`src/core/ext_bus_pkg.sv`:
```
// shared constants, types and register layout for the external memory bus control block
package ext_bus_pkg;

    // ======
    // register map
    // ======
    localparam logic [3:0] REG_ADDR_W        = 4'h4;
    localparam logic [3:0] OFF_BUS_CTRL      = 4'h0;   // external_bus_control
    localparam logic [3:0] OFF_BUS_STATUS    = 4'h1;   // live state of the bus engine

    // ======
    // external_bus_control field layout
    // ======
    localparam int         BIT_RELEASE       = 7;      // bus_release_select
    localparam int         BIT_STRETCH_HI    = 5;      // cycle_stretch_hi
    localparam int         BIT_STRETCH_LO    = 4;      // cycle_stretch_lo
    localparam int         BIT_STYLE_HI      = 1;      // write_style_hi
    localparam int         BIT_STYLE_LO      = 0;      // write_style_lo
    localparam logic [7:0] CTRL_WRITE_MASK   = 8'hb3;  // bits 6, 3, 2 not implemented
    localparam logic [7:0] CTRL_RESET        = 8'h00;

    // ======
    // status register field layout
    // ======
    localparam int         STAT_BUSY         = 0;
    localparam int         STAT_OWNS_PINS    = 1;
    localparam int         STAT_WORD_HELD    = 2;
    localparam int         STAT_LOCKED       = 3;

    // ======
    // timing
    // ======
    localparam int         TCY_CLKS_DEFAULT  = 4;      // clock edges per instruction cycle
    localparam logic [1:0] STRETCH_MAX_TCY   = 2'h3;   // code 00 adds three cycles

    // write styles on a 16-bit bus
    typedef enum logic [1:0] {
        STYLE_BYTE_WRITE  = 2'h0,
        STYLE_BYTE_SELECT = 2'h1,
        STYLE_WORD_A      = 2'h2,
        STYLE_WORD_B      = 2'h3
    } write_style_t;

    // one table access as handed over by the core
    typedef struct packed {
        logic        write;
        logic        high_byte;
        logic [7:0]  data;
        logic [19:0] addr;
    } table_req_t;

    // strobes that go to the external bus
    typedef struct packed {
        logic upper_write;
        logic lower_write;
        logic upper_select;
        logic lower_select;
        logic read;
    } bus_strobes_t;

    localparam bus_strobes_t STROBES_IDLE = '0;

endpackage : ext_bus_pkg

```
`src/core/ext_bus_ctrl.sv`:
```
// external memory bus control: pin ownership, wait states and 16-bit write lane steering
//
// Overview of operation
// - in single-chip program memory mode the control register is disabled and writes are dropped.
// - with bus_release_select at 0 the bus owns the shared pins all the time and port I/O is off.
// - with bus_release_select at 1 the pins are port I/O except while an external access runs.
// - bus_release_select reads 0 after reset, so the bus owns the pins by default.
// - the wait field adds 0, 1, 2 or 3 instruction cycles for codes 11, 10, 01 and 00.
// - the write style field acts only on a 16-bit bus and is ignored in 8-bit mode.
// - word write style drives the latch as a full word and pulses the upper write strobe.
// - byte select style copies the byte to both lanes with upper strobe and one byte select.
// - byte write style copies the byte to both lanes with either the upper or lower strobe.
// - on the smallest package the control register is absent and reads as zero.
`timescale 1ns/1ps

module ext_bus_ctrl #(
    parameter int ADDR_W   = 20,
    parameter int TCY_CLKS = ext_bus_pkg::TCY_CLKS_DEFAULT
) (
    input  wire logic                    clk_in,
    input  wire logic                    reset_in,
    // register port
    input  wire logic [3:0]              reg_addr_in,
    input  wire logic [7:0]              reg_wdata_in,
    input  wire logic                    reg_wr_in,
    input  wire logic                    reg_rd_in,
    output logic [7:0]                   reg_rdata_out,
    // device configuration levels
    input  wire logic                    single_chip_mode_in,
    input  wire logic                    small_package_in,
    input  wire logic                    bus_16bit_in,
    // core side table accesses
    input  wire logic                    table_read_op_in,
    input  wire logic                    table_write_op_in,
    input  wire logic [ADDR_W-1:0]       table_addr_in,
    input  wire logic [7:0]              table_latch_byte_in,
    output logic                         busy_out,
    output logic [7:0]                   read_data_out,
    output logic                         read_valid_out,
    // external bus side
    input  wire logic [15:0]             ext_data_in,
    output logic [15:0]                  ext_data_out,
    output logic                         ext_data_oe_n_out,
    output logic [ADDR_W-1:0]            ext_addr_out,
    output logic                         bus_owns_pins_out,
    output logic                         read_strobe_out,
    output logic                         upper_write_strobe_out,
    output logic                         lower_write_strobe_out,
    output logic                         upper_byte_select_out,
    output logic                         lower_byte_select_out
);

    // ======
    // declarations
    // ======
    typedef enum logic [1:0] {
        ST_IDLE,
        ST_ACTIVE,
        ST_DONE
    } cycle_state_t;

    cycle_state_t             state_r;
    cycle_state_t             state_nxt;
    logic [7:0]               bus_ctrl_r;
    ext_bus_pkg::table_req_t  req_r;
    ext_bus_pkg::table_req_t  req_in;
    ext_bus_pkg::bus_strobes_t strobes_r;
    ext_bus_pkg::bus_strobes_t strobes_nxt;
    logic [15:0]              data_nxt;
    logic [7:0]               word_low_r;
    logic                     word_held_r;
    logic                     reg_locked;
    logic                     release_sel;
    logic [1:0]               wait_tcy;
    ext_bus_pkg::write_style_t style;
    logic                     start_cycle;
    logic                     stretch_done;
    logic                     launch;
    logic                     owns_nxt;

    // ======
    // helpers
    // ======
    // wait code to added instruction cycles: 11 adds none, 00 adds three
    function automatic logic [1:0] wait_cycles(input logic [1:0] code);
        wait_cycles = ext_bus_pkg::STRETCH_MAX_TCY - code;
    endfunction : wait_cycles

    // true for either word-write encoding of the style field
    function automatic logic is_word_style(input ext_bus_pkg::write_style_t s);
        is_word_style = (s == ext_bus_pkg::STYLE_WORD_A) || (s == ext_bus_pkg::STYLE_WORD_B);
    endfunction : is_word_style

    // ======
    // control decode
    // ======
    // register is gone on the small package and frozen in single-chip mode
    assign reg_locked  = single_chip_mode_in || small_package_in;
    assign release_sel = bus_ctrl_r[ext_bus_pkg::BIT_RELEASE];
    assign wait_tcy    = wait_cycles({bus_ctrl_r[ext_bus_pkg::BIT_STRETCH_HI],
                                      bus_ctrl_r[ext_bus_pkg::BIT_STRETCH_LO]});
    assign style       = ext_bus_pkg::write_style_t'({bus_ctrl_r[ext_bus_pkg::BIT_STYLE_HI],
                                                      bus_ctrl_r[ext_bus_pkg::BIT_STYLE_LO]});

    // collect the core request into one bundle
    assign req_in.write     = table_write_op_in;
    assign req_in.high_byte = table_addr_in[0];
    assign req_in.data      = table_latch_byte_in;
    assign req_in.addr      = table_addr_in;

    // a word-style write of the low byte is only held; the high byte launches the word
    assign launch = (table_read_op_in || table_write_op_in) && (state_r == ST_IDLE)
                    && !(table_write_op_in && bus_16bit_in && is_word_style(style)
                         && !table_addr_in[0]);

    // ======
    // control register
    // ======
    // only implemented bits store; writes while locked are dropped
    always_ff @(posedge clk_in or posedge reset_in) begin
        if (reset_in) begin
            bus_ctrl_r <= ext_bus_pkg::CTRL_RESET;
        end else if (reg_wr_in && !reg_locked
                     && reg_addr_in == ext_bus_pkg::OFF_BUS_CTRL) begin
            bus_ctrl_r <= reg_wdata_in & ext_bus_pkg::CTRL_WRITE_MASK;
        end
    end

    // ======
    // register read port
    // ======
    // data appear one cycle after the read strobe and are zero otherwise
    always_ff @(posedge clk_in or posedge reset_in) begin
        if (reset_in) begin
            reg_rdata_out <= 8'h00;
        end else if (reg_rd_in) begin
            unique case (reg_addr_in)
                ext_bus_pkg::OFF_BUS_CTRL: begin
                    reg_rdata_out <= small_package_in ? 8'h00 : bus_ctrl_r;
                end
                ext_bus_pkg::OFF_BUS_STATUS: begin
                    reg_rdata_out <= {4'h0, reg_locked, word_held_r,
                                      bus_owns_pins_out, busy_out};
                end
                default: begin
                    reg_rdata_out <= 8'h00;   // unmapped offsets read zero
                end
            endcase
        end else begin
            reg_rdata_out <= 8'h00;
        end
    end

    // ======
    // word write low byte holding
    // ======
    // the low half of a word waits here until the high half arrives
    always_ff @(posedge clk_in or posedge reset_in) begin
        if (reset_in) begin
            word_low_r  <= 8'h00;
            word_held_r <= 1'b0;
        end else if (table_write_op_in && state_r == ST_IDLE && bus_16bit_in
                     && is_word_style(style)) begin
            if (!table_addr_in[0]) begin
                word_low_r  <= table_latch_byte_in;
                word_held_r <= 1'b1;
            end else begin
                word_held_r <= 1'b0;
            end
        end
    end

    // ======
    // wait state timer
    // ======
    assign start_cycle = launch;

    stretch_timer #(
        .TCY_CLKS    (TCY_CLKS)
    ) u_stretch (
        .clk_in      (clk_in),
        .reset_in    (reset_in),
        .start_in    (start_cycle),
        .wait_tcy_in (wait_tcy),
        .done_out    (stretch_done)
    );

    // ======
    // bus cycle sequencer
    // ======
    // strobes stay asserted through the whole stretch, ending when the timer expires
    always_comb begin
        state_nxt = state_r;
        unique case (state_r)
            ST_IDLE: begin
                if (launch) begin
                    state_nxt = ST_ACTIVE;
                end
            end
            ST_ACTIVE: begin
                if (stretch_done) begin
                    state_nxt = ST_DONE;
                end
            end
            ST_DONE: begin
                state_nxt = ST_IDLE;
            end
        endcase
    end

    always_ff @(posedge clk_in or posedge reset_in) begin
        if (reset_in) begin
            state_r <= ST_IDLE;
        end else begin
            state_r <= state_nxt;
        end
    end

    // request bundle is captured at launch so the core may move on
    always_ff @(posedge clk_in or posedge reset_in) begin
        if (reset_in) begin
            req_r <= '0;
        end else if (launch) begin
            req_r <= req_in;
        end
    end

    // ======
    // lane and strobe steering
    // ======
    // decided at launch from the live request and style
    always_comb begin
        strobes_nxt = ext_bus_pkg::STROBES_IDLE;
        data_nxt    = 16'h0000;
        if (!table_write_op_in) begin
            strobes_nxt.read = 1'b1;
        end else if (!bus_16bit_in) begin
            // 8-bit bus: style bits are ignored, one write strobe
            data_nxt                = {8'h00, table_latch_byte_in};
            strobes_nxt.lower_write = 1'b1;
        end else if (is_word_style(style)) begin
            data_nxt                = {table_latch_byte_in, word_low_r};
            strobes_nxt.upper_write = 1'b1;
        end else if (style == ext_bus_pkg::STYLE_BYTE_SELECT) begin
            data_nxt                 = {table_latch_byte_in, table_latch_byte_in};
            strobes_nxt.upper_write  = 1'b1;
            strobes_nxt.upper_select = table_addr_in[0];
            strobes_nxt.lower_select = !table_addr_in[0];
        end else begin
            data_nxt                = {table_latch_byte_in, table_latch_byte_in};
            strobes_nxt.upper_write = table_addr_in[0];
            strobes_nxt.lower_write = !table_addr_in[0];
        end
    end

    // drive the bus outputs during the active phase only
    always_ff @(posedge clk_in or posedge reset_in) begin
        if (reset_in) begin
            strobes_r         <= ext_bus_pkg::STROBES_IDLE;
            ext_data_out      <= 16'h0000;
            ext_data_oe_n_out <= 1'b1;
            ext_addr_out      <= '0;
        end else if (launch) begin
            strobes_r         <= strobes_nxt;
            ext_data_out      <= data_nxt;
            ext_data_oe_n_out <= !table_write_op_in;   // low while we drive data
            ext_addr_out      <= table_addr_in;
        end else if (state_r == ST_ACTIVE && stretch_done) begin
            strobes_r         <= ext_bus_pkg::STROBES_IDLE;
            ext_data_oe_n_out <= 1'b1;
        end
    end

    assign read_strobe_out        = strobes_r.read;
    assign upper_write_strobe_out = strobes_r.upper_write;
    assign lower_write_strobe_out = strobes_r.lower_write;
    assign upper_byte_select_out  = strobes_r.upper_select;
    assign lower_byte_select_out  = strobes_r.lower_select;

    // ======
    // read data capture
    // ======
    // sampled in the last stretched clock, so slow parts get the full wait time
    always_ff @(posedge clk_in or posedge reset_in) begin
        if (reset_in) begin
            read_data_out  <= 8'h00;
            read_valid_out <= 1'b0;
        end else if (state_r == ST_ACTIVE && stretch_done && !req_r.write) begin
            read_data_out  <= (bus_16bit_in && req_r.high_byte) ? ext_data_in[15:8]
                                                                : ext_data_in[7:0];
            read_valid_out <= 1'b1;
        end else begin
            read_valid_out <= 1'b0;
        end
    end

    // ======
    // pin ownership and busy
    // ======
    // released pins return to port I/O as soon as the access finishes
    assign owns_nxt = !release_sel
                      || (state_nxt == ST_ACTIVE);

    always_ff @(posedge clk_in or posedge reset_in) begin
        if (reset_in) begin
            bus_owns_pins_out <= 1'b1;
            busy_out          <= 1'b0;
        end else begin
            bus_owns_pins_out <= owns_nxt;
            busy_out          <= (state_nxt != ST_IDLE);
        end
    end

endmodule : ext_bus_ctrl

```
`src/core/stretch_timer.sv`:
```
// cycle timer that holds the active part of a bus cycle for base plus wait instruction cycles
`timescale 1ns/1ps

module stretch_timer #(
    parameter int TCY_CLKS = ext_bus_pkg::TCY_CLKS_DEFAULT
) (
    input  wire logic       clk_in,
    input  wire logic       reset_in,
    input  wire logic       start_in,
    input  wire logic [1:0] wait_tcy_in,
    output logic            done_out
);

    localparam int CNT_W = $clog2(TCY_CLKS * 4 + 1);

    logic [CNT_W-1:0] remain_r;
    logic             running_r;
    logic [CNT_W-1:0] load_val;

    // base instruction cycle plus the added wait cycles, all in clock edges
    assign load_val = CNT_W'((32'(wait_tcy_in) + 32'd1) * TCY_CLKS - 1);

    // count down; done fires in the last clock of the stretched strobe
    always_ff @(posedge clk_in or posedge reset_in) begin
        if (reset_in) begin
            remain_r  <= '0;
            running_r <= 1'b0;
        end else if (start_in) begin
            remain_r  <= load_val;
            running_r <= 1'b1;
        end else if (running_r && remain_r != '0) begin
            remain_r  <= remain_r - CNT_W'(1);
        end else begin
            running_r <= 1'b0;
        end
    end

    assign done_out = running_r && (remain_r == '0);

endmodule : stretch_timer

```
`config.mk`:
```
export PLATFORM = sky130hd
export DESIGN_NAME = ext_bus_ctrl
export DESIGN_NICKNAME = d
export VERILOG_FILES = /design/src/core/ext_bus_pkg.sv /design/src/core/ext_bus_ctrl.sv /design/src/core/stretch_timer.sv
export SDC_FILE = /design/constraint.sdc
export NUM_CORES = 1
export LEC_CHECK = 0
export ABC_AREA = 1
export BUFFER_PORTS_ARGS = -buffer_cell sky130_fd_sc_hd__buf_2
export CAP_MARGIN = 20
export CORE_ASPECT_RATIO = 2
export CORE_MARGIN = 1.5
export CORE_UTILIZATION = 40
export DETAILED_ROUTE_END_ITERATION = 12
export PLACE_DENSITY = 0.78
export SLEW_MARGIN = 20
export SYNTH_ARGS = -nofsm -noshare
export SYNTH_HDL_FRONTEND = slang
export SYNTH_SLANG_ARGS = --single-unit
```
`constraint.sdc`:
```
create_clock -name clk_in -period 4 [get_ports clk_in]
set_clock_uncertainty 0.2 [all_clocks]
set_input_delay 0.4 -clock clk_in [delete_from_list [all_inputs] [get_ports clk_in]]
set_output_delay 0.4 -clock clk_in [all_outputs]
set_load 0.01 [all_outputs]
```
* Word-level counts from Yosys, hierarchy flattened
Cells that the tools add are included.
** Storage, ports and cells
- Flip-flop bits (word level) :: 85
- Bits in latches :: 0
- RAM bits :: 0
- ROM bits :: 0
- Bits of input ports :: 65
- Output and inout bits :: 61
- Logic and storage cells :: 97
- Memories :: 0
** Operators by class
- Add/sub/neg operators :: 4
- $mul :: 0
- Divide/modulo/power cells :: 0
- $lt $le $gt $ge :: 0
- Equality and inequality tests :: 8
- Shift-type cells :: 0
- Mux-type cells :: 30
- Bitwise gates (word level) :: 1
- Reductions and logical operators :: 33
** Operators by type and width (number)
- 16-bit 2-to-1 mux :: 2
- 8-bit 2-to-1 mux :: 4
- 5-bit 2-to-1 mux :: 4
- 8-bit one-hot mux with 2 select lines :: 1
- 1-bit logical AND :: 15
- 1-bit 2-to-1 mux :: 12
- 5-bit by 1-bit subtractor with 5-bit output (second input constant) :: 2
- 2-bit 2-to-1 mux :: 4
- 2-bit by 1-bit == test with 1-bit output (second input constant) :: 3
- 2-bit == test (second input constant) :: 3
- 1-bit zero test :: 6
- 2-bit one-hot mux with 3 select lines :: 1
- 2-bit nonzero test :: 3
- 5-bit zero test :: 1
- 5-bit nonzero test :: 1
- 4-bit by 1-bit == test with 1-bit output (second input constant) :: 1
- 4-bit zero test :: 1
- 1-bit logical OR :: 4
- 4-bit 2-to-1 mux :: 1
- 2-bit by 1-bit adder with 3-bit output (second input constant) :: 1
- 3-bit 2-to-1 mux :: 1
- 2-bit zero test :: 1
- 2-bit != test (second input constant) :: 1
- 2-bit AND reduction :: 1
- other kinds (2) :: 2

* Depth between registers and ports, before layout
Gate-level depths: netlist of run 1.
- Word-level depth :: 10
- Depth in mapped cells :: 10

* By module
From an unflattened synthesis of run 1, not the netlist that was laid out.
** Unflattened totals
- Cell total of the unflattened synthesis :: 399
- Area total of the unflattened synthesis :: 3580.9 µm²
** By module, submodules not included
- ext_bus_ctrl :: times used 1, cells an instance 357, area each 3239.4 µm², seq. area each 1929.4 µm²
- stretch_timer :: times used 1, cells an instance 42, area each 341.6 µm², seq. area each 150.1 µm²

* Least setup slack after synthesis of run 1
Ideal clock, no wire load.
- Kind :: reg2reg
- From :: register u_stretch.remain_r[0]
- To :: register read_data_out[7]
- Setup time :: 0.127 ns
- Arrival :: 1.323 ns
- Slack :: 2.350 ns
- Cell stages (with the launch flop) :: 9
- Path buffers :: 1
- Cell sequence :: dfrtp_1 > inv_1 > ha_1 > nand4_1 > nor2_2 > nand2_2 > buf_2 > nand2_1 > o21ai_0
** On the way
- Longest elaborated chain between the ends :: 4
** Ends and longest elaborated chain
- start: declaration :: line stretch_timer.sv:16 : logic [CNT_W-1:0] remain_r;
- start signal: assignment :: line stretch_timer.sv:29 : remain_r <= load_val;
- start signal: assignment :: line stretch_timer.sv:32 : remain_r <= remain_r - CNT_W'(1);
- 5-bit zero test :: line stretch_timer.sv:38 : assign done_out = running_r && (remain_r == '0);
- 1-bit logical AND :: line stretch_timer.sv:38
- 1-bit logical AND (2 in a row) :: line ext_bus_ctrl.sv:288 : end else if (state_r == ST_ACTIVE && stretch_done && !req_r.write) begin
- end signal: assignment :: line ext_bus_ctrl.sv:289 : read_data_out <= (bus_16bit_in && req_r.high_byte) ? ext_data_in[15:8]
- end: declaration :: line ext_bus_ctrl.sv:38 : output logic [7:0] read_data_out,
No other way between the ends.
A chain may end at the register's enable or synchronous reset.

* Worst setup path in the final report of run 1
- From :: register state_r[0]
- To :: register strobes_r (netlist bit lower_write_strobe_out)
** On the way
- Longest elaborated chain between the ends :: 4
** Ends and longest elaborated chain
- start: declaration :: line ext_bus_ctrl.sv:62 : cycle_state_t state_r;
- start signal: assignment :: line ext_bus_ctrl.sv:215 : state_r <= state_nxt;
- 2-bit zero test :: line ext_bus_ctrl.sv:112 : assign launch = (table_read_op_in || table_write_op_in) && (state_r == ST_IDLE)
- 1-bit logical AND :: line ext_bus_ctrl.sv:112
- 1-bit logical AND :: line ext_bus_ctrl.sv:113 : && !(table_write_op_in && bus_16bit_in && is_word_style(style)
- 5-bit 2-to-1 mux / 2-bit nonzero test (equally long branches)
- end signal: assignment :: line ext_bus_ctrl.sv:259 : strobes_r <= ext_bus_pkg::STROBES_IDLE;
- end signal: assignment :: line ext_bus_ctrl.sv:264 : strobes_r <= strobes_nxt;
- end signal: assignment :: line ext_bus_ctrl.sv:269 : strobes_r <= ext_bus_pkg::STROBES_IDLE;
- end: declaration :: line ext_bus_ctrl.sv:67 : ext_bus_pkg::bus_strobes_t strobes_r;
Several ways; a longest one is shown, not always the timed one.

==> metrics.yaml, run 1 <==
clockBufferDepth: 2
syn_to_final_growth_pct: 28.8
drtIter0Drc: 104
ant_nets: 0
drt_first_pass_iters: 4
grt_antenna_before_repair: 0
num_io_pins: 126
ys_top_cells_by_area: "dfrtp_1, nand2_1, o21ai_0"
synth_edf_count: 0
critPathMaxFanout: 26
cts_htree_levels: 3
setup-tns-final_ns: 0
timing.final.ws_setup_ns: 1.83
ys_ff_latch: 83
die_h_um: 134
core_mm2: 0.00829
grt_use_met3_pct: 3.27
yosys-top-cells-count: "nand2_1, dfrtp_1, inv_1"
clk_pin_slew_ns: 0.06
grt.overflow.total: 0
slowest_stage: "dfrtp_1"
fin_cells: 598
synth_cell_types: 28
clkPwrFrac_pct: 25.9
grt_first_pass_wirelength_mm: 12.9
diodes: 0
port_buffers: 121
busiest_layer: "met2"
via_per_inst: 4.82
netlist_area_mm2: 0.00343
yosysTopAreaCellShare_pct: 59.1
internal_power_w: 0.00211
setup_viol: 0
yosysMostFrequentCell: "nand2_1"
yosysSeqAreaShare_pct: 60.6
cp_common_cell: "nand2_1"
die_area_mm2: 0.00917
holdBufCountCts: 0
p_per_area_mw_per_mm2: 740
crit_buf_inv: 3
vias: 2885
tritoncts: "done"
setup.worst_path.class: "flop to flop"
num_rows: 47
outcome: "complete, but fails checks"
cts-root-buf: "clkbuf_16"
wl_per_cell_um: 13.1
crit_chain: "inv_1, ha_1, nand2_1, nand2_1, nand2_2, inv_2, nand2_1, inv_1, nand2_1, nand2_1"
nets: 563
dominantRegCellSynth: "dfrtp_1"
place_inst: 582
slew_headroom_pct: 50.5
leakagePower_nw: 2.50
yosys.area.top_type: "dfrtp_1"
grt_use_met1_pct: 20.4
avgSynthCellArea_um2: 9.15
start_util_pct: 41.4
wl_mm: 7.81
syn-num-nets: 443
cts_setup_buffers: 0
power_frac_seq_pct: 40.5
hold_viol: 9
worst_slew_pin_slew_ns: 0.743
globalRouteMet2Util_pct: 31.8
async_reset_ff_share_pct: 100
cp-end-kind: "flop"
violations: "negative hold slack"
cts_resized: 0
crit_arrival_ns: 2.25
worstPathRequired_ns: 4.08
rsz0062_at_grt: "no"
max_freq_ghz: 0.460
gp_congestion: 0.774
fin_crit_ns: 2.17
grt_max_degree: 63
slowest_delay_ns: 0.40
finalCritPeriodShare_pct: 54.3
holdWs_ns: -0.0287
drt_drc_violations_left: 0
cap_violations: 0
clk_latency_ns: 0.34
cts_buffers: 9
slew_violations: 0
grt_pass1_vias: 2938
critPathTopFamily: "simple AND/OR/NAND/NOR gates"
cts.sinks: 83
p_sw_w: 0.00116
track_usage_pct: 18.7
synth_cells: 375
combPwrFrac_pct: 33.7
pre_cts_ws_ns: 1.84
die_w_um: 68.5
start_kind: "flop"
drive_above_1_share_pct: 30.0
ys.warnings.count: 0
swShare_pct: 35.6
peakVddDrop_mv: 0.375
dp_hpwl_mm: 5.83
hold_class: "primary input to asynchronous set/reset pin"
==> layer usage <==
metal	wire length (um)	vias to the layer above
met5	0	-
met4	280	0
met3	448	19
met2	4120	101
met1	2950	1334
li1	-	1431
==> through the flow <==
| step | utilization [%] | area [um^2] | hold WS, ns | power (W) |
|---|---|---|---|---|
| 4_1_cts | 53.3 | 4420 | 0.0521 | 0.00331 |
| 5_1_grt | 53.3 | 4420 | 0.0644 | 0.00354 |
| 3_5_place_dp | 49.5 | 4100 | 0.198 | 0.00245 |
| 3_3_place_gp | 49.5 | 4100 | 0.188 | 0.00238 |
| 6_report | 53.3 | 4420 | -0.0287 | 0.00327 |
| 2_1_floorplan | - | 3430 | 0.175 | 0.00203 |
==> power by group through the flow <==
stage	Clock [W]	Combinational [W]	Sequential (W)
detailed placement	0	0.00111	0.00134
CTS	0.000864	0.00112	0.00133
global placement	0	0.00106	0.00132
floorplan	0	0.000598	0.00143
finish	0.000846	0.00110	0.00132
global route	0.000903	0.00127	0.00137
==> final timing paths <==
| path | start | endpoint | slack, ns | cells after the start |
|---|---|---|---|---|
| setup / recovery | state_r[0] | lower_write_strobe_out | 1.83 | 10 |
| hold / removal | reset_in | ext_addr_out[11] | -0.03 | 2 |
| setup reg to reg | state_r[0] | lower_write_strobe_out | 1.83 | 10 |
| hold reg to reg | bus_ctrl_r[7] | bus_owns_pins_out | 0.21 | 1 |
| max in group asynchronous | reset_in | ext_addr_out[6] | 2.81 | 3 |
| min in group clk_in | table_addr_in[17] | ext_addr_out[17] | 0.06 | 3 |
==> placed cells by master (no fill, tap or decap), types with 2 or more instances in the layout <==
master	count
clkbuf_8	3
mux2i_1	8
dfrtp_1	81
o21ai_1	14
nand2_1	134
nor3_1	2
buf_2	121
nand4_1	2
clkinv_2	2
nor2_1	10
a21oi_1	3
ha_1	3
buf_4	2
dfstp_2	2
o21ai_0	30
clkbuf_16	9
inv_1	31
nand2_2	3
o31ai_1	9
nand3_1	16
nor2_2	3
==> sequential cells by signal, summed over array words and instances, names as in the netlist, 2 cells and up <==
signal and cells:
u_stretch.remain_r 5, reg_rdata_out 7, bus_ctrl_r 5, ext_addr_out 20, read_data_out 8, word_low_r 8
ext_data_out 16, state_r 2
==> cells by family (layout without fill, tap and decap cells) <==
group | count (synthesis) | in the layout | synth area share, %
XOR/XNOR | 1 | 1 | 0.255
AO/OA/AOI/OAI | 57 | 57 | 9.05
other | 1 | 1 | 0.109
flip-flops | 83 | 83 | 60.6
buffers and inverters | 47 | 172 | 5.69
multiplexers | 8 | 8 | 2.34
adder cells (fa/ha/maj) | 3 | 3 | 1.09
AND/OR/NAND/NOR | 175 | 175 | 20.8
==> cell type report <==
| class | count | area [um^2] |
|---|---|---|
| fillers | 786 | 3870 |
| flip-flops and latches | 83 | 2080 |
| multi-input cells | 245 | 1150 |
| repair buffers | 123 | 621 |
| clock buffers | 12 | 267 |
| inverters | 33 | 126 |
| well taps | 98 | 123 |
| clock inverters | 4 | 47.5 |
Power figures use the tool's default switching activity.
==> run 2, diff against run 1 <==
==> constraint.sdc (replaced) <==
create_clock -name clk_in -period 2 [get_ports clk_in]
set_clock_uncertainty 0.2 [all_clocks]
set_input_delay 0.2 -clock clk_in [delete_from_list [all_inputs] [get_ports clk_in]]
set_output_delay 0.2 -clock clk_in [all_outputs]
set_load 0.01 [all_outputs]
==> metrics.yaml, run 2 (synthesis gave the netlist of run 1 again) <==
cts-root-buf: "clkbuf_16"  # unchanged
fin_cells: 650  # was 598
hold_path_startpoint: "ext_data_in[15]"
internal_power_w: 0.00442  # was 0.00211 W
outcome: "finished clean"  # was complete, but fails checks
port_buffers: 121  # unchanged
ant_nets: 0  # unchanged
cts_buffers: 9  # unchanged
start_util_pct: 41.4  # unchanged
nets: 615  # was 563
dp_hpwl_mm: 5.93  # was 5.83 mm
place_inst: 586  # was 582
grt_first_pass_wirelength_mm: 14.3  # was 12.9 mm
grt_pass1_vias: 3225  # was 2938
cap_violations: 0  # unchanged
largest_reg_flops: 20  # unchanged
fill_cells: 696  # was 786
peakVddDrop_mv: 0.611  # was 0.375 mV
grt.overflow.total: 0  # unchanged
die_area_mm2: 0.00917  # unchanged
r2r_end: "read_data_out[4]"  # was lower_write_strobe_out
die_w_um: 68.5  # unchanged
wl_mm: 8.85  # was 7.81 mm
setup-tns-final_ns: 0  # unchanged
setup_viol: 0  # unchanged
max_freq_ghz: 0.539  # was 0.460 GHz
place_area_mm2: 0.00416  # was 0.00410 mm^2
num_rows: 47  # unchanged
power_frac_seq_pct: 39.2  # was 40.5%
vias: 3163  # was 2885
critPathMaxFanout: 8  # was 26
r2r_slack_ns: 0.14  # was 1.83 ns
reg2reg_from: "ext_addr_out[0]"  # was state_r[0]
diodes: 0  # unchanged
stdcell_area_mm2: 0.00497  # was 0.00442 mm^2
tritoncts: "done"  # unchanged
holdPathEnd: "read_data_out[7]"
die_h_um: 134  # unchanged
worstPathRequired_ns: 2.01  # was 4.08 ns
final_common_cell: "nand2_1"  # unchanged
final_cell_mix: "nand2_1, buf_2, dfrtp_1"  # unchanged
cts_htree_levels: 3  # unchanged
reg_top3: "ext_addr_out: 20 flops, ext_data_out: 16 flops"  # unchanged
hold_class: "primary input to flop"  # was primary input to asynchronous set/reset pin
finalCritPeriodShare_pct: 92.8  # was 54.3%
fin_crit_ns: 1.86  # was 2.17 ns
p_sw_w: 0.00238  # was 0.00116 W
setup.worst_path.class: "flop to flop"  # unchanged
clk_latency_ns: 0.33  # was 0.34 ns
num_io_pins: 126  # unchanged
grt_max_degree: 47  # was 63
drt_first_pass_iters: 6  # was 4
largest-register: "ext_addr_out"  # unchanged
slew_violations: 0  # unchanged
p_per_area_mw_per_mm2: 1370  # was 740 mW/mm^2
cp-end-kind: "flop"  # unchanged
grt_antenna_before_repair: 0  # unchanged
start_kind: "flop"  # unchanged
rsz0062_at_grt: "yes"  # was no
drtIter0Drc: 178  # was 104
wl_per_cell_um: 13.6  # was 13.1 um
crit_arrival_ns: 1.86  # was 2.25 ns
drt_drc_violations_left: 0  # unchanged
track_usage_pct: 20.7  # was 18.7%
combPwrFrac_pct: 34.6  # was 33.7%
clockBufferDepth: 2  # unchanged
clk_pin_slew_ns: 0.06  # about the same
leakagePower_nw: 2.74  # was 2.50 nW
swShare_pct: 35.0  # was 35.6%
clkPwrFrac_pct: 26.2  # was 25.9%
syn_to_final_growth_pct: 45.0  # was 28.8%
drive_above_1_share_pct: 28.3  # was 30.0%
hold_depth: 3
gp_congestion: 0.772  # was 0.774
core_mm2: 0.00829  # unchanged
cts.sinks: 83  # unchanged
hold_viol: 0  # was 9
via_per_inst: 4.87  # was 4.82
reg2regPathDepth: 4  # was 10
==> run 2: how the worst max path moves through the flow <==
stage	from	to	slack, ns
floorplan	u_stretch.remain_r[0]	read_data_out[7]	0.35
global placement	state_r[0]	lower_write_strobe_out	0.13
detailed placement	state_r[0]	lower_write_strobe_out	0.07
CTS	ext_addr_out[0]	read_data_out[0]	0.04
global route	state_r[0]	lower_write_strobe_out	-0.02
finish	ext_addr_out[0]	read_data_out[4]	0.14
==> run 2: power by group through the flow <==
stage / registers (W) / logic [W] / clock network (W)
global route: 0.00274 / 0.00268 / 0.00188
global placement: 0.00264 / 0.00217 / 0
finish: 0.00266 / 0.00235 / 0.00178
detailed placement: 0.00267 / 0.00226 / 0
floorplan: 0.00286 / 0.00120 / 0
CTS: 0.00265 / 0.00236 / 0.00182
==> run 2: repair_timing <==
action,CTS,global route
hold buffers,47,1
endpoints found under the setup margin,0,16
hold endpoints to repair,130,1
setup buffers,0,0
gates resized for setup,0,2
==> run 2: final cells by class <==
type / count / area [um^2] / area share (%)
flip-flops and latches: 83 / 2080 / 41.8
multi-input cells: 245 / 1160 / 23.3
repair buffers: 175 / 1160 / 23.2
clock buffers: 11 / 253 / 5.08
inverters: 33 / 128 / 2.57
well taps: 98 / 123 / 2.47
clock inverters: 5 / 75.1 / 1.51
==> run 2: through the flow <==
stage | hold WS, ns | setup slack, ns | util (%) | total power, W
2_1_floorplan | 0.0945 | 0.350 | - | 0.00406
3_3_place_gp | -0.0631 | 0.125 | 50.2 | 0.00481
3_5_place_dp | -0.0603 | 0.0678 | 50.2 | 0.00493
4_1_cts | 0.000775 | 0.0380 | 59.8 | 0.00683
5_1_grt | 0.0127 | -0.0188 | 60.0 | 0.00729
6_report | 0.00824 | 0.144 | 60.0 | 0.00680
==> run 2: worst max-delay path, cell delays in order (launching register included) <==
cell           delay [ns]
dfrtp_1              0.40
nand2_2              0.23
mux2i_1              0.26
dlygate4sd3_1        0.57
o21ai_0              0.08
==> run 2: routing by layer <==
layer  vias to the layer above  wire length (um)  GRT usage [%]  share of wire, %
met4                         0               260           12.4               2.9
li1                       1530                 -              -                 -
met2                       126              4800           35.7                54
met1                      1486              3270           22.7                37
met5                         -                 0              0                 0
met3                        21               524           3.27               5.9
